**src/core/skip_ctrl_pkg.sv**
```systemverilog
// constants, register map and types for the pulse skip and input control block
package skip_ctrl_pkg;
	localparam int N_PWR = 4;
	localparam int DUTY_W = 8;
	localparam int FRAME_W = 3;
	localparam int DEGL_W = 4;
	// deglitch filter: input must be stable this many clocks plus one
	localparam logic [DEGL_W-1:0] DEGL_COUNT = 4'hf;
	localparam logic [7:0] CODE_FULL = 8'hff;
	localparam logic [7:0] CODE_SKIP_LO = 8'hf7;
	// usable range per prescaler range; code n stands for n+1 lsb
	localparam logic [7:0] DUTY_MIN_LOW = 8'h03;
	localparam logic [7:0] DUTY_MAX_LOW = 8'hfb;
	localparam logic [7:0] DUTY_MIN_MID = 8'h07;
	localparam logic [7:0] DUTY_MAX_MID = 8'hf7;
	// frame states that take F7 for each extra skip: 0,4,2,6,1,5,3
	// order of F7 insertion for codes FE down to F8
	localparam logic [7:0] FRAME_RANK = {8'h7f};
	// register byte addresses (word aligned)
	localparam logic [7:0] ADDR_OUT_CTRL = 8'h00;
	localparam logic [7:0] ADDR_IN_EN = 8'h04;
	localparam logic [7:0] ADDR_MODE = 8'h08;
	localparam logic [7:0] ADDR_STATUS = 8'h0c;
	localparam logic [7:0] ADDR_DUTY0 = 8'h10;
	localparam logic [7:0] ADDR_DUTY6 = 8'h20;
	localparam logic [7:0] ADDR_PRESC = 8'h24;
	// field positions
	localparam int OC_ON_LSB = 0;
	localparam int OC_ON6 = 4;
	localparam int OC_SKIP_LSB = 8;
	localparam int MODE_FAIL = 0;
	localparam int PRESC_LOW = 0;
	localparam logic [31:0] REG_RESET = 32'h0;
	localparam logic [1:0] SEL_FORCE = 2'h0;
	localparam logic [1:0] SEL_SWAP = 2'h3;
endpackage

```
**src/core/deglitch.sv**
```systemverilog
// one-bit deglitch filter: output follows input after it is stable
module deglitch
	import skip_ctrl_pkg::*;
(
	input  wire logic clk_i,
	input  wire logic rst_i,
	input  wire logic raw_i,
	output logic      filt_o
);
	logic [DEGL_W-1:0] cnt_r;
	logic              samp_r;

	// sample register so comparisons never see the raw pin directly
	always_ff @(posedge clk_i) begin
		if (rst_i) begin
			samp_r <= 1'b0;
		end else begin
			samp_r <= raw_i;
		end
	end

	// count cycles the sample differs from the output; any agreement restarts the count
	always_ff @(posedge clk_i) begin
		if (rst_i) begin
			cnt_r  <= '0;
			filt_o <= 1'b0;
		end else if (samp_r == filt_o) begin
			cnt_r <= '0;
		end else if (cnt_r == DEGL_COUNT) begin
			cnt_r  <= '0;
			filt_o <= samp_r;
		end else begin
			cnt_r <= cnt_r + 1'b1;
		end
	end
endmodule

```
**src/core/skip_ctrl.sv**
```systemverilog
// pulse skipping interpolator and input control for four power channels, plus channel six duty
module skip_ctrl
	import skip_ctrl_pkg::*;
(
	input  wire logic              clk_i,
	input  wire logic              rst_i,
	// classic wishbone slave
	input  wire logic              cyc_i,
	input  wire logic              stb_i,
	input  wire logic              we_i,
	input  wire logic [7:0]        adr_i,
	input  wire logic [3:0]        sel_i,
	input  wire logic [31:0]       dat_i,
	output logic [31:0]            dat_o,
	output logic                   ack_o,
	// pins and pwm timing
	input  wire logic [N_PWR-1:0]  control_inputs_i,
	input  wire logic [N_PWR-1:0]  filtered_input_alt_i,
	input  wire logic              period_start_i,
	input  wire logic              clk_fail_i,
	output logic [N_PWR-1:0]       wake_o,
	output logic [N_PWR-1:0]       channel_command_o,
	output logic                   channel_six_command_o,
	output logic [N_PWR-1:0]       window_start_o,
	output logic [N_PWR-1:0]       window_ctrl_o,
	output logic [N_PWR*DUTY_W-1:0] duty_value_o,
	output logic [DUTY_W-1:0]      ext_duty_value_o,
	output logic                   pwm_enable_o
);
	// ************************************
	// register file
	// ************************************
	logic [31:0]              out_ctrl_r;
	logic [31:0]              in_en_r;
	logic [31:0]              mode_r;
	logic [31:0]              presc_r;
	logic [DUTY_W-1:0]        duty_r [N_PWR+1];
	logic [FRAME_W-1:0]       frame_r;
	logic [N_PWR-1:0]         filtered_input;
	logic [N_PWR-1:0]         cmd_prev_r;
	logic [N_PWR-1:0]         cmd;
	logic [N_PWR-1:0]         skip_enable;
	logic [N_PWR-1:0]         input_sel_low;
	logic [N_PWR-1:0]         input_sel_high;
	logic [N_PWR-1:0]         global_duty_select;
	logic [DUTY_W-1:0]        global_duty_r;
	logic                     fail_mode;
	logic                     low_range;
	logic                     wr_en;
	logic [31:0]              rd_data;

	// a write lands at the edge where the master samples ack high
	assign wr_en = cyc_i && stb_i && we_i && ack_o;
	assign fail_mode = mode_r[MODE_FAIL];
	assign low_range = presc_r[PRESC_LOW];

	// ack one cycle after request, dropped the next cycle
	always_ff @(posedge clk_i) begin
		if (rst_i) begin
			ack_o <= 1'b0;
		end else begin
			ack_o <= cyc_i && stb_i && !ack_o;
		end
	end

	function automatic logic [31:0] merge(input logic [31:0] old,
		input logic [31:0] nw, input logic [3:0] be);
		logic [31:0] res;
		res = old;
		for (int b = 0; b < 4; b++) begin
			if (be[b]) begin
				res[b*8 +: 8] = nw[b*8 +: 8];
			end
		end
		return res;
	endfunction

	// control register writes
	always_ff @(posedge clk_i) begin
		if (rst_i) begin
			out_ctrl_r <= REG_RESET;
			in_en_r <= REG_RESET;
			mode_r <= REG_RESET;
			presc_r <= REG_RESET;
			global_duty_r <= '0;
		end else if (wr_en) begin
			unique case (adr_i)
				ADDR_OUT_CTRL: out_ctrl_r <= merge(out_ctrl_r, dat_i, sel_i);
				ADDR_IN_EN: in_en_r <= merge(in_en_r, dat_i, sel_i);
				ADDR_MODE: mode_r <= merge(mode_r, dat_i, sel_i);
				ADDR_PRESC: presc_r <= merge(presc_r, dat_i, sel_i);
				ADDR_STATUS: if (sel_i[0]) global_duty_r <= dat_i[7:0];
				default: ;
			endcase
		end
	end

	// duty registers, one per channel, eight bits each
	genvar g;
	generate
		for (g = 0; g <= N_PWR; g++) begin : g_duty
			always_ff @(posedge clk_i) begin
				if (rst_i) begin
					duty_r[g] <= '0;
				end else if (wr_en && sel_i[0] &&
					adr_i == ADDR_DUTY0 + 8'(4*g)) begin
					duty_r[g] <= dat_i[DUTY_W-1:0];
				end
			end
		end
	endgenerate

	// register reads; unmapped reads return zero
	always_comb begin
		rd_data = '0;
		unique case (adr_i)
			ADDR_OUT_CTRL: rd_data = out_ctrl_r;
			ADDR_IN_EN: rd_data = in_en_r;
			ADDR_MODE: rd_data = mode_r;
			ADDR_PRESC: rd_data = presc_r;
			ADDR_STATUS: rd_data = {13'h0, frame_r, filtered_input,
				cmd, global_duty_r};
			default: begin
				for (int i = 0; i <= N_PWR; i++) begin
					if (adr_i == ADDR_DUTY0 + 8'(4*i)) begin
						rd_data = {24'h0, duty_r[i]};
					end
				end
			end
		endcase
	end

	always_ff @(posedge clk_i) begin
		if (rst_i) begin
			dat_o <= '0;
		end else if (cyc_i && stb_i && !we_i && !ack_o) begin
			dat_o <= rd_data;
		end
	end

	// ************************************
	// input control
	// ************************************
	assign skip_enable = out_ctrl_r[OC_SKIP_LSB +: N_PWR];
	assign input_sel_low = in_en_r[0 +: N_PWR];
	assign input_sel_high = in_en_r[N_PWR +: N_PWR];
	assign global_duty_select = in_en_r[2*N_PWR +: N_PWR];

	logic [DUTY_W-1:0] req_duty [N_PWR];
	logic [DUTY_W-1:0] applied_r [N_PWR];
	logic [N_PWR-1:0]  use_global;

	generate
		for (g = 0; g < N_PWR; g++) begin : g_ch
			logic [1:0] sel;
			logic       on_bit;
			logic [DUTY_W-1:0] clamped;
			logic [2:0] rank;
			logic [DUTY_W-1:0] skipped;
			logic       skip_on;

			deglitch u_degl (
				.clk_i  (clk_i),
				.rst_i  (rst_i),
				.raw_i  (control_inputs_i[g]),
				.filt_o (filtered_input[g])
			);

			assign sel = {input_sel_high[g], input_sel_low[g]};
			assign on_bit = out_ctrl_r[OC_ON_LSB + g];
			// skip bit only counts in normal mode, else the top clamp returns
			assign skip_on = skip_enable[g] && !fail_mode;

			// channel command selection per mode and input enable
			always_comb begin
				if (fail_mode) begin
					cmd[g] = filtered_input[g];
				end else if (!on_bit) begin
					cmd[g] = 1'b0;
				end else if (sel == SEL_FORCE || sel == SEL_SWAP) begin
					cmd[g] = 1'b1;
				end else begin
					cmd[g] = filtered_input[g];
				end
			end

			// swap mode inverts duty source with the input level
			assign use_global[g] = (sel == SEL_SWAP) ?
				(global_duty_select[g] ^ filtered_input[g]) :
				global_duty_select[g];
			assign req_duty[g] = use_global[g] ? global_duty_r : duty_r[g];

			// clamp to usable range of the prescaler; FF stays full on
			always_comb begin
				clamped = req_duty[g];
				if (req_duty[g] != CODE_FULL) begin
					if (low_range) begin
						if (clamped < DUTY_MIN_LOW) clamped = DUTY_MIN_LOW;
						if (clamped > DUTY_MAX_LOW) clamped = DUTY_MAX_LOW;
					end else if (!skip_on) begin
						if (clamped < DUTY_MIN_MID) clamped = DUTY_MIN_MID;
						if (clamped > DUTY_MAX_MID) clamped = DUTY_MAX_MID;
					end else if (clamped < DUTY_MIN_MID) begin
						clamped = DUTY_MIN_MID;
					end
				end
			end

			// rank of the frame state in insertion order: bit-reversed index
			assign rank = {frame_r[0], frame_r[1], frame_r[2]};
			always_comb begin
				skipped = clamped;
				if (clamped > CODE_SKIP_LO && clamped != CODE_FULL) begin
					// code FF-k: F7 when rank < k, else FF
					skipped = (3'(CODE_FULL - clamped) > rank) ?
						CODE_SKIP_LO : CODE_FULL;
				end
			end

			// new duty taken only at period boundaries (full on at once)
			always_ff @(posedge clk_i) begin
				if (rst_i) begin
					applied_r[g] <= '0;
				end else if (period_start_i ||
					(req_duty[g] == CODE_FULL && cmd[g])) begin
					if (skip_on) begin
						applied_r[g] <= skipped;
					end else begin
						applied_r[g] <= clamped;
					end
				end
			end
			assign duty_value_o[g*DUTY_W +: DUTY_W] = applied_r[g];
		end
	endgenerate

	// frame index steps once per pwm period, wraps from last state to first
	always_ff @(posedge clk_i) begin
		if (rst_i) begin
			frame_r <= '0;
		end else if (period_start_i) begin
			frame_r <= frame_r + 1'b1;
		end
	end

	// rising command edge starts the overcurrent window
	always_ff @(posedge clk_i) begin
		if (rst_i) begin
			cmd_prev_r <= '0;
		end else begin
			cmd_prev_r <= cmd;
		end
	end

	assign window_start_o = cmd & ~cmd_prev_r;
	assign window_ctrl_o = fail_mode ? filtered_input_alt_i : cmd;
	assign channel_command_o = cmd;
	assign wake_o = filtered_input;
	// channel six: on bit only, off in fail mode, never skipped
	assign channel_six_command_o = out_ctrl_r[OC_ON6] && !fail_mode;

	// ************************************
	// channel six duty
	// ************************************
	logic [DUTY_W-1:0] ext_lim;
	logic [DUTY_W-1:0] ext_applied_r;

	// same usable range as the power channels; there is no skip stage
	// here, so codes above the range top other than FF are simply held at the top
	always_comb begin
		ext_lim = duty_r[N_PWR];
		if (duty_r[N_PWR] != CODE_FULL) begin
			if (low_range) begin
				if (ext_lim < DUTY_MIN_LOW) ext_lim = DUTY_MIN_LOW;
				if (ext_lim > DUTY_MAX_LOW) ext_lim = DUTY_MAX_LOW;
			end else begin
				if (ext_lim < DUTY_MIN_MID) ext_lim = DUTY_MIN_MID;
				if (ext_lim > DUTY_MAX_MID) ext_lim = DUTY_MAX_MID;
			end
		end
	end

	// period aligned like the power channels, full on at once
	always_ff @(posedge clk_i) begin
		if (rst_i) begin
			ext_applied_r <= '0;
		end else if (period_start_i ||
			(duty_r[N_PWR] == CODE_FULL && channel_six_command_o)) begin
			ext_applied_r <= ext_lim;
		end
	end
	assign ext_duty_value_o = ext_applied_r;
	assign pwm_enable_o = !fail_mode && !clk_fail_i;
endmodule

```
**config.mk**
```make
export PLATFORM = sky130hd
export DESIGN_NAME = skip_ctrl
export DESIGN_NICKNAME = d
export VERILOG_FILES = /design/src/core/skip_ctrl_pkg.sv /design/src/core/deglitch.sv /design/src/core/skip_ctrl.sv
export SDC_FILE = /design/constraint.sdc
export NUM_CORES = 1
export LEC_CHECK = 0
export ABC_AREA = 1
export BUFFER_PORTS_ARGS = -buffer_cell sky130_fd_sc_hd__buf_4
export CORE_MARGIN = 1
export CORE_UTILIZATION = 40
export DETAILED_ROUTE_END_ITERATION = 12
export PLACE_DENSITY_LB_ADDON = 0.15
export SYNTH_ARGS = -nofsm -noshare
export SYNTH_HDL_FRONTEND = slang
export SYNTH_SLANG_ARGS = --single-unit
```
**constraint.sdc**
```tcl
create_clock -name clk_i -period 2.8 [get_ports clk_i]
set_input_delay 0.56 -clock clk_i [delete_from_list [all_inputs] [get_ports clk_i]]
set_output_delay 0.56 -clock clk_i [all_outputs]
set_load 0.01 [all_outputs]
```
==> results of run 1 <==
-- final timing paths --
| path | slack [ns] | cells after the start | end | start |
|---|---|---|---|---|
| max | 0.04 | 20 | applied_r[1][3] | in_en_r[1] |
| min | 0.18 | 3 | g_ch[0].u_degl.samp_r | control_inputs_i[0] |
| max reg2reg | 0.04 | 20 | applied_r[1][3] | in_en_r[1] |
| min reg2reg | 0.45 | 1 | g_ch[0].u_degl.cnt_r[0] | g_ch[0].u_degl.cnt_r[0] |
-- placed cells by master, fill, tap and decap left out, types with 18 or more instances in the layout --
cell type  synthesis  final
a21oi_1          124    123
nand4_1           21     21
clkbuf_16          0     34
inv_1            142    135
edfxtp_1          72     72
nand3_1           77     63
nand2_2           19     48
nand2_1          328    295
nor3_1            19     18
dfxtp_1          208    197
buf_4              9    253
nor2_2            16     29
o21ai_0          193    188
nand3_2            4     18
nor2_1           305    288
-- worst register-to-register path, stage by stage, from the launching register on --
cell and delay, ns:
dfxtp_2 0.36, ha_4 0.16, a21o_1 0.20, buf_6 0.16
nand3_2 0.07, nand2_2 0.10, nand3_2 0.11, nor2_4 0.14
nand3_2 0.07, nand2_2 0.12, nor2_4 0.05, nand2_2 0.08
inv_2 0.05, ha_4 0.26, nand2_2 0.05, nor2_2 0.11
a211oi_2 0.04, a31oi_1 0.15, nand4_1 0.11, nand2_1 0.08
o21ai_1 0.06
-- report_power, final --
part | leakage (nW) | switching (mW) | internal [mW]
Combinational | 4.31 | 0.373 | 0.249
Sequential | 2.46 | 0.0443 | 4.22
Clock | 0.555 | 1.74 | 2.70
Total | 7.32 | 2.16 | 7.17
-- repair_timing --
action	in CTS	in global routing
hold buffers	0	0
pin swaps	4	55
gates cloned	0	4
setup buffers	0	17
setup endpoints to repair	5	7
gates resized for setup	13	117
-- cell type report --
type	count	area share [%]
Sequential cell	280	37.2
Clock buffer	40	5.22
Clock inverter	15	1.37
Multi-Input combinational cell	1228	37.2
Inverter	164	3.64
Tap cell	442	3.24
Timing Repair Buffer	264	12.1
-- cell families (layout without fill, tap and decap cells) --
family / Yosys count / after routing / synth area share, %
compound gates: 393 / 393 / 16.3
xor+xnor: 4 / 4 / 0.265
fa+ha+maj: 21 / 21 / 1.99
buf+inv: 232 / 483 / 7.30
flops: 280 / 280 / 47.9
simple gates: 809 / 810 / 26.2
-- per-layer routing --
metal	track usage, %	share of wire [%]
met5	0	0
met2	42.7	48
met3	3.33	5.7
met1	31.8	43
met4	8.23	3.5
-- sequential cells by signal, indices dropped and copies added, names as in the netlist --
name,flops
global_duty_r,8
duty_r,40
ack_o,1
applied_r,32
g_ch.u_degl.cnt_r,16
out_ctrl_r,32
presc_r,32
g_ch.u_degl.filt_o,4
frame_r,3
mode_r,32
g_ch.u_degl.samp_r,4
dat_o,32
in_en_r,32
ext_duty_value_o,8
cmd_prev_r,4
-- through the flow --
stage | total power [mW] | util [%] | instances
3_5_place_dp | 4.94 | 47.0 | 2357
6_report | 9.33 | 52.4 | 2433
4_1_cts | 9.36 | 50.5 | 2412
2_1_floorplan | 4.64 | - | 1739
3_3_place_gp | 4.93 | 47.0 | 2357
5_1_grt | 9.61 | 52.4 | 2433
==> reports/results.env, run 1 <==
DIE_HEIGHT_UM=184
CRIT_REQUIRED_NS=3.13
DRT-PASS1-ITER-COUNT=5
SYNTH_SEQ_AREA_SHARE_PCT=47.9
POST-PLACE-WS_NS=-0.0759
CRITICAL_PATH.MOST_COMMON_CELL='nand2_2'
FINCLKSKEW_NS=0.0172
SYN_AREA_MM2=0.0132
POWER.DENSITY_CELL_AREA_mW_PER_MM2=547
FIN_HOLD_WS_NS=0.180
GRT_PASS1_WL_UM=64600
CORE_MM2=0.0325
VIAS_IN_THE_FIRST_GLOBAL_ROUTE=11800
ROUTE.ANTENNA.REMAINING_NETS=0
IOS=150
NFILLCELLS=3192
WORST_PATH_DOMINANT_CELL_FAMILY='simple AND/OR/NAND/NOR gates'
ARRIVAL_TIME_REPORTED_FOR_THE_CRITICAL_PATH_ENDPOINT_NS=3.09
SLOWEST_DELAY_NS=0.36
SETUP.WORST_PATH.START_CLASS='flop'
GP_CONGESTION=0.932
CLK_LATENCY_NS=0.58
SYN2LAYOUT_AREA_GROWTH_PCT=29.0
TIMING_WORST_SLEW_PIN_VALUE_NS=0.659
GRT_ANTENNA_BEFORE_REPAIR=0
CLOCK_SINKS=280
GRT_OVERFLOW=0
TRITONCTS.NUM_BUFFERS=30
LAYOUT_MIN_CYCLE_TIME_NS=2.76
CRITPATHMAXFANOUT=6
REPORT.FINAL.SLEW_VIOL_COUNT=0
CTS_BUFFER_DEPTH=3
EDFF_COUNT_SYNTH=72
RSZ0062_AT_GRT='true'
POST-SYNTH-TOP-COUNT-CELL='nand2_1'
TRITONCTS='done'
NET_COUNT_OF_THE_MAPPED_NETLIST=1819
ROUTED-VIA-COUNT=12700
SYNTH_TOP_CELL_BY_AREA='dfxtp_1'
POST_DP_CELL_AREA_MM2=0.0153
LAYOUT-DRIVE-GT1-SHARE_PCT=24.4
NUM_ANTENNA_CELLS=0
CRIT_CHAIN='ha_4 -> a21o_1 -> buf_6 -> nand3_2 -> nand2_2 -> nand3_2 -> nor2_4 -> nand3_2 -> nand2_2 -> nor2_4 -> nand2_2 -> inv_2 -> ha_4 -> nand2_2 -> nor2_2 -> a211oi_2 -> a31oi_1 -> nand4_1 -> nand2_1 -> o21ai_1'
VDD_DROP_MAX_mV=0.557
RUN_STATUS='completed'
FLOORPLAN.DIE_AREA_MM2=0.0338
GRT_MAX_DEGREE=58
FMAX_MHz=362
YOSYS-TOP-CELLS-AREA='dfxtp_1 (32%), edfxtp_1 (16%), nand2_1 (9.3%)'
CPMAXSTAGEDELAYCELL='dfxtp_2'
ROUTEDWLPERCELL_UM=17.7
WORST_SLEW_MARGIN_REL_PCT=56.0
DETAIL_ROUTE.WIRELENGTH_UM=43000
SYNTH_TOP_CELL_AREA_SHARE_PCT=31.5
YS_DOMINANT_REG_CELL='dfxtp_1'
MULTIINPUTGATEAREA_MM2=0.00634
COUNT_OF_BUFFERS_FROM_PORT_BUFFERING=149
FP-ROW-COUNT=66
FINAL-SEQ-AREA_MM2=0.00634
VIAS_PER_CELL=5.23
FINAL_DESIGN_AREA_NO_FILL_MM2=0.0171
SYNTH_TOP_CELLS_BY_COUNT='nand2_1 (328), nor2_1 (305), dfxtp_1 (208)'
CAP_VIOL_MAX_COUNT=0
PLACE_HPWL_UM=30400
TOTAL_LEAKAGE_POWER_nW=7.32
TNS_NS=0
TIMING.FINAL.WS_SETUP_NS=0.0357
HOLD_VIOL_FINAL=0
CLK_TRANSITION_REPORTED_PATHS_NS=0.07
MIN_PERIOD_OVER_PERIOD_PCT=98.7
CRITICAL_PATH.ENDPOINT_TYPE='flop'
DIEWIDTH_UM=184
SYNTH_CELL_TYPE_COUNT=48
CRITICAL_PATH.N_BUFFERS_INVERTERS=2
WORSTSETUPPATHTYPE='reg -> reg'
ROOT_BUFFER='clkbuf_16'
HOLD_CLASS='in -> reg'
HTREE_NUM_LEVELS=1
GLOBALROUTETOTALUTIL_PCT=24.7
YOSYS_REGISTER_BITS=280
INITIAL_UTILIZATION_PCT=40.6
YOSYS_WARNINGS=0
SYN-INSTANCE-COUNT=1739
SETUP_FAILING_EPS_FINAL=0
SYN_AVG_CELL_AREA_UM2=7.60
DRC=0
DRTITER0DRC=1038
FINISH.NET_COUNT=2048
SYNTHARSTFLOPSHARE_PCT=0
(Power assumes the default switching activity.)
==> run 2: changes to the inputs <==
Settings changed: CORE_ASPECT_RATIO set to 0.7.
==> reports/results.env, run 2 (same netlist as run 1, synthesis figures left out) <==
RUN_STATUS='completed'
SETUP_FAILING_EPS_FINAL=0  # unchanged
FLOORPLAN.DIE_AREA_MM2=0.0338  # about the same
CLOCK_SINKS=280  # unchanged
CPMAXSTAGEDELAYCELL='dfxtp_2'
P_CLK_SHARE_PCT=44.0  # -3.6 points
TOTAL_LEAKAGE_POWER_nW=7.25  # -1.0%
PLACE_INST=2343  # -0.59%
CRIT_CHAIN='ha_4 -> a21o_4 -> buf_6 -> buf_6 -> nand3_2 -> nand2_2 -> buf_6 -> nor2_4 -> nand2_2 -> nand2_4 -> nor2_4 -> nand2_2 -> inv_2 -> ha_4 -> nand2_2 -> nor2_2 -> a211oi_1 -> a31oi_1 -> nand4_1 -> nand2_1 -> o21ai_1'
REPORT.FINAL.SLEW_VIOL_COUNT=0  # unchanged
DRT-PASS1-ITER-COUNT=7  # +2
WORST_PATH_DOMINANT_CELL_FAMILY='simple AND/OR/NAND/NOR gates'
ROUTED-VIA-COUNT=12700  # +0.063%
NUM_ANTENNA_CELLS=0  # unchanged
POST-PLACE-WS_NS=-0.110  # -0.0341 ns
POWER.SWITCHING_mW=2.10  # -2.9%
INTPOWER_mW=6.64  # -7.4%
RRSETUPSLACK_NS=0.009  # -0.03 ns
FIN_HOLD_WS_NS=0.215  # +0.0348 ns
GRT_PASS1_WL_UM=66500  # +2.9%
FINCLKSKEW_NS=0.0181  # +0.000848 ns
FIN_CELLS=2424  # -0.37%
LAYOUT-DRIVE-GT1-SHARE_PCT=24.4  # +0.027 points
NFILLCELLS=3079  # -3.5%
VDD_DROP_MAX_mV=0.447  # -20%
CAP_VIOL_MAX_COUNT=0  # unchanged
VIAS_IN_THE_FIRST_GLOBAL_ROUTE=11400  # -3.4%
MOST-COMMON-LAYOUT-CELLS='nand2_1 (295), nor2_1 (289), buf_4 (260)'
CRITPATHMAXFANOUT=6  # unchanged
FINAL-SEQ-AREA_MM2=0.00634  # about the same
GRT_OVERFLOW=0  # unchanged
DIE_HEIGHT_UM=154  # -16%
CLK_TRANSITION_REPORTED_PATHS_NS=0.06  # about the same
REGISTER_NAME_WITH_THE_MOST_FLOPS='duty_r'
MOST_FREQUENT_STANDARD_CELL_IN_THE_LAYOUT_EXCLUDING_FILL_AND_TAP_CELLS='nand2_1'
FP-ROW-COUNT=55  # -17%
CLK_LATENCY_NS=0.57  # about the same
PLACE_HPWL_UM=31500  # +3.7%
COMB_POWER_SHARE_PCT=7.2  # +0.5 points
LAYOUT_MIN_CYCLE_TIME_NS=2.79  # +0.0267 ns
POWER_mW=8.74  # -6.4%
CORE_MM2=0.0324  # -0.38%
CRIT_REQUIRED_NS=3.12  # about the same
ROUTEDWLPERCELL_UM=18.2  # +3.0%
ARRIVAL_TIME_REPORTED_FOR_THE_CRITICAL_PATH_ENDPOINT_NS=3.11  # +0.02 ns
INITIAL_UTILIZATION_PCT=40.8  # +0.16 points
SETUP.WORST_PATH.START_CLASS='flop'
GRT_MAX_DEGREE=78  # +34%
FINISH.NET_COUNT=2054  # +0.29%
TIMING.FINAL.WS_SETUP_NS=0.00905  # -0.0267 ns
TNS_NS=0  # unchanged
COUNT_OF_BUFFERS_FROM_PORT_BUFFERING=149  # unchanged
MAX_REG_FLOPS=40  # unchanged
TRITONCTS.NUM_BUFFERS=29  # -3.3%
POWER.DENSITY_CELL_AREA_mW_PER_MM2=515  # -5.8%
MULTIINPUTGATEAREA_MM2=0.00647  # +2.0%
CTS_BUFFER_DEPTH=3  # unchanged
SYN2LAYOUT_AREA_GROWTH_PCT=28.3
GLOBALROUTETOTALUTIL_PCT=25.5  # +0.75 points
WORST_SLEW_MARGIN_REL_PCT=56.8  # +0.83 points
HOLD_BUFFERS=0  # unchanged
FMAX_MHz=358  # -0.96%
TRITONCTS='done'
DETAIL_ROUTE.WIRELENGTH_UM=44100  # +2.6%
TIMING_WORST_SLEW_PIN_VALUE_NS=0.647  # -0.0125 ns
CRITICAL_PATH.MOST_COMMON_CELL='nand2_2'
MIN_PERIOD_OVER_PERIOD_PCT=99.7  # +0.95 points
SLOWEST_DELAY_NS=0.34  # -0.02 ns
HTREE_NUM_LEVELS=1  # unchanged
GP_CONGESTION=0.926  # -0.62%
CRITICAL_PATH.ENDPOINT_TYPE='flop'
SEQUENTIALPOWERSHARE_PCT=48.9  # +3.2 points
RSZ0062_AT_GRT='true'
IOS=150  # unchanged
SWITCHING_SHARE_PCT=24.0  # +0.87 points
ROOT_BUFFER='clkbuf_16'
CRITICAL_PATH.N_BUFFERS_INVERTERS=4  # +2
DRTITER0DRC=1069  # +3.0%
HOLD_VIOL_FINAL=0  # unchanged
HOLD_CLASS='in -> reg'
GRT_ANTENNA_BEFORE_REPAIR=0  # unchanged
VIAS_PER_CELL=5.25  # +0.43%
DRC=0  # unchanged
ROUTE.ANTENNA.REMAINING_NETS=0  # unchanged
WORSTSETUPPATHTYPE='reg -> reg'
DIEWIDTH_UM=219  # +19%
[run 2: cell type report]
type	instances	area share, %
Multi-Input combinational cell	1230	38.1
Timing Repair Buffer	269	12.2
Clock buffer	38	4.66
Inverter	164	3.68
Clock inverter	16	0.782
Sequential cell	280	37.4
Tap cell	427	3.15
[run 2: path summary, 6_finish.rpt]
| kind | from | end | cells after the start |
|---|---|---|---|
| min reg2reg | g_ch[1].u_degl.cnt_r[0] | g_ch[1].u_degl.cnt_r[0] | 1 |
| min | control_inputs_i[2] | g_ch[2].u_degl.samp_r | 3 |
| max reg2reg | in_en_r[1] | applied_r[1][3] | 21 |
| max | in_en_r[1] | applied_r[1][3] | 21 |
[run 2: worst register-to-register path: cells and delay by family, from the launching register on]
kind | cells | cell delay, ns
simple gates | 11 | 0.89
compound gates | 4 | 0.48
fa+ha+maj | 2 | 0.43
buf+inv | 4 | 0.42
flops | 1 | 0.34
[run 2: power by group through the flow]
stage / combinational (mW) / sequential [mW] / clock (mW)
final: 0.628 / 4.27 / 3.84
after global routing: 0.687 / 4.27 / 4.07
after CTS: 0.591 / 4.27 / 3.89
after detailed placement: 0.584 / 4.36 / 0
after global placement: 0.575 / 4.36 / 0
after floorplan: 0.268 / 4.37 / 0
[run 2: layer usage]
metal	global-route usage [%]	vias to the layer above	part of all wire, %
met5	0	-	0
met4	4.23	0	1.5
met3	4.61	46	8.1
met2	35.7	488	41
met1	40.4	5936	50
li1	-	6260	-
[run 2: per-stage QoR]
stage               util (%)  cell area, um^2
finish                  52.3            17000
global route            52.3            17000
CTS                     50.4            16300
detailed placement      47.1            15300
global placement        47.1            15300
floorplan                  -            13200
[run 2: what timing repair did]
| item | 4_1_cts | 5_1_grt |
|---|---|---|
| gates resized for setup | 25 | 120 |
| endpoints found under the hold margin | 0 | 0 |
| setup buffers | 7 | 16 |
| endpoints found under the setup margin | 10 | 7 |
| pin swaps | 6 | 46 |
| gates cloned | 0 | 4 |
==> run 3: changes to the inputs <==
Settings changed: CORE_UTILIZATION 40 to 25.
==> reports/results.env, run 3 (same netlist as run 1, synthesis figures left out) <==
CAP_VIOL_MAX_COUNT=0  # unchanged
DRC=0  # unchanged
CORE_MM2=0.0522  # +61%
IOS=150  # unchanged
CLOCK_SINKS=280  # unchanged
HOLD_VIOL_FINAL=0  # unchanged
GRT_OVERFLOW=0  # unchanged
COUNT_OF_BUFFERS_FROM_PORT_BUFFERING=149  # unchanged
MOST_FREQUENT_STANDARD_CELL_IN_THE_LAYOUT_EXCLUDING_FILL_AND_TAP_CELLS='nand2_1'
VIAS_IN_THE_FIRST_GLOBAL_ROUTE=12100  # +6.1%
CTS_BUFFER_DEPTH=3  # unchanged
GRT_MAX_DEGREE=76  # -2.6%
DIE_HEIGHT_UM=194  # +26%
VDD_DROP_MAX_mV=0.415  # -7.1%
CLK_TRANSITION_REPORTED_PATHS_NS=0.06  # about the same
ROUTEDWLPERCELL_UM=18.2  # +0.15%
DRT-PASS1-ITER-COUNT=6  # -1
POWER_mW=9.47  # +8.4%
FIN_HOLD_WS_NS=0.228  # +0.0128 ns
RSZ0062_AT_GRT='true'
SETUP.WORST_PATH.START_CLASS='flop'
CRIT_REQUIRED_NS=3.10  # -0.02 ns
REPORT.FINAL.SLEW_VIOL_COUNT=0  # unchanged
MAX_REG_FLOPS=40  # unchanged
WORSTSETUPPATHTYPE='reg -> reg'
CRITPATHMAXFANOUT=6  # unchanged
TRITONCTS='done'
FINCLKSKEW_NS=0.0164  # -0.00167 ns
SETUP_FAILING_EPS_FINAL=0  # unchanged
ROUTE.ANTENNA.REMAINING_NETS=0  # unchanged
DIEWIDTH_UM=277  # +26%
HOLD_CLASS='in -> reg'
ROUTED-VIA-COUNT=12700  # -0.18%
GLOBALROUTETOTALUTIL_PCT=18.0  # -7.5 points
TNS_NS=0  # unchanged
CRITICAL_PATH.ENDPOINT_TYPE='flop'
FMAX_MHz=366  # +2.1%
ARRIVAL_TIME_REPORTED_FOR_THE_CRITICAL_PATH_ENDPOINT_NS=3.03  # -0.08 ns
GRT_ANTENNA_BEFORE_REPAIR=1  # +1
TOTAL_LEAKAGE_POWER_nW=7.47  # +3.0%
HTREE_NUM_LEVELS=2  # +1
RUN_STATUS='completed'
MIN_PERIOD_OVER_PERIOD_PCT=97.6  # -2.1 points
WORST_SLEW_MARGIN_REL_PCT=50.0  # -6.9 points
FINAL_UTIL_PCT=33.9  # -18 points
POWER.DENSITY_CELL_AREA_mW_PER_MM2=536  # +4.0%
FLOORPLAN.DIE_AREA_MM2=0.0538  # +59%
TIMING_WORST_SLEW_PIN_VALUE_NS=0.750  # +0.103 ns
ROOT_BUFFER='clkbuf_16'
FP-ROW-COUNT=70  # +27%
CLK_LATENCY_NS=0.55  # -0.02 ns
GP_CONGESTION=0.881  # -4.8%
SYN2LAYOUT_AREA_GROWTH_PCT=33.8
VIAS_PER_CELL=4.69  # -11%
FINISH.NET_COUNT=2080  # +1.3%
INITIAL_UTILIZATION_PCT=25.3  # -15 points
MOST-COMMON-LAYOUT-CELLS='nand2_1 (293), nor2_1 (288), buf_4 (276)'
REGISTER_NAME_WITH_THE_MOST_FLOPS='duty_r'
DRTITER0DRC=860  # -20%
GRT_PASS1_WL_UM=73700  # +11%
LAYOUT_MIN_CYCLE_TIME_NS=2.73  # -0.0587 ns
NUM_ANTENNA_CELLS=0  # unchanged
LAYOUT-DRIVE-GT1-SHARE_PCT=25.7  # +1.2 points
PLACE_HPWL_UM=35700  # +13%
TRITONCTS.NUM_BUFFERS=35  # +21%
DETAIL_ROUTE.WIRELENGTH_UM=49300  # +12%
==> run 3: cell count changes in the layout (fill, tap and decap cells not counted), moves of 4 or more <==
cell       change
buf_4         +16
clkbuf_16      +7
clkbuf_1       +5
clkinv_2       -4
nand2_4        +4
==> run 3: worst max-delay path, cell delays in order, from the launching register on <==
cell     delay (ns)
dfxtp_2        0.34
ha_4           0.17
nand2_4        0.07
nand2_4        0.07
buf_2          0.17
nand3_1        0.13
nand2_1        0.11
nand2_1        0.16
nand4_1        0.18
o21ai_4        0.18
nor2_2         0.08
ha_1           0.29
nand2_1        0.05
o21ai_1        0.13
nand2_1        0.08
nand4_1        0.08
nand2_1        0.05
nand2_1        0.07
a21oi_2        0.05
==> run 3: layout make-up <==
cell class,count,area (um^2)
timing repair inverter,1,5.00
tap,684,856
fill,5525,34500
clock inverter,11,129
timing repair buffer,290,2250
clock buffer,52,1010
multi-input combinational,1228,6450
sequential,280,6340
inverter,164,624
==> run 3: final timing paths <==
kind / start / to / slack, ns / depth (start not counted)
setup / recovery: in_en_r[2] / applied_r[2][3] / 0.07 / 18
hold / removal: control_inputs_i[1] / g_ch[1].u_degl.samp_r / 0.23 / 3
setup reg to reg: in_en_r[2] / applied_r[2][3] / 0.07 / 18
hold reg to reg: g_ch[0].u_degl.cnt_r[0] / g_ch[0].u_degl.cnt_r[0] / 0.45 / 1
==> run 3: where the power goes <==
group	switching (mW)	total (mW)	internal [mW]
registers	0.0474	4.27	4.22
clock network	1.85	4.54	2.70
logic	0.392	0.655	0.264
==> run 3: metal layers <==
| metal | vias up | GRT usage (%) | share of wire [%] |
|---|---|---|---|
| li1 | 6314 | - | - |
| met1 | 5949 | 26.9 | 51 |
| met2 | 380 | 24.8 | 40 |
| met3 | 62 | 4.36 | 7.1 |
| met4 | 2 | 5.93 | 2.5 |
| met5 | - | 0 | 0.022 |
==> run 3: what timing repair did <==
action,in CTS,in global routing
buffers inserted,3,17
resized for setup,26,120
hold buffers,0,0
endpoints found under the setup margin,20,8
cloned,1,4
pin swaps,9,55
==> run 3: stage by stage <==
stage                     setup slack [ns]  area, um^2  cells
final                               0.0678       17700   2710
after floorplan                      0.150       13200   1739
after detailed placement            -0.164       15800   2622
after CTS                         0.000730       17000   2689
after global placement              -0.199       15800   2622
after global routing                -0.148       17700   2710
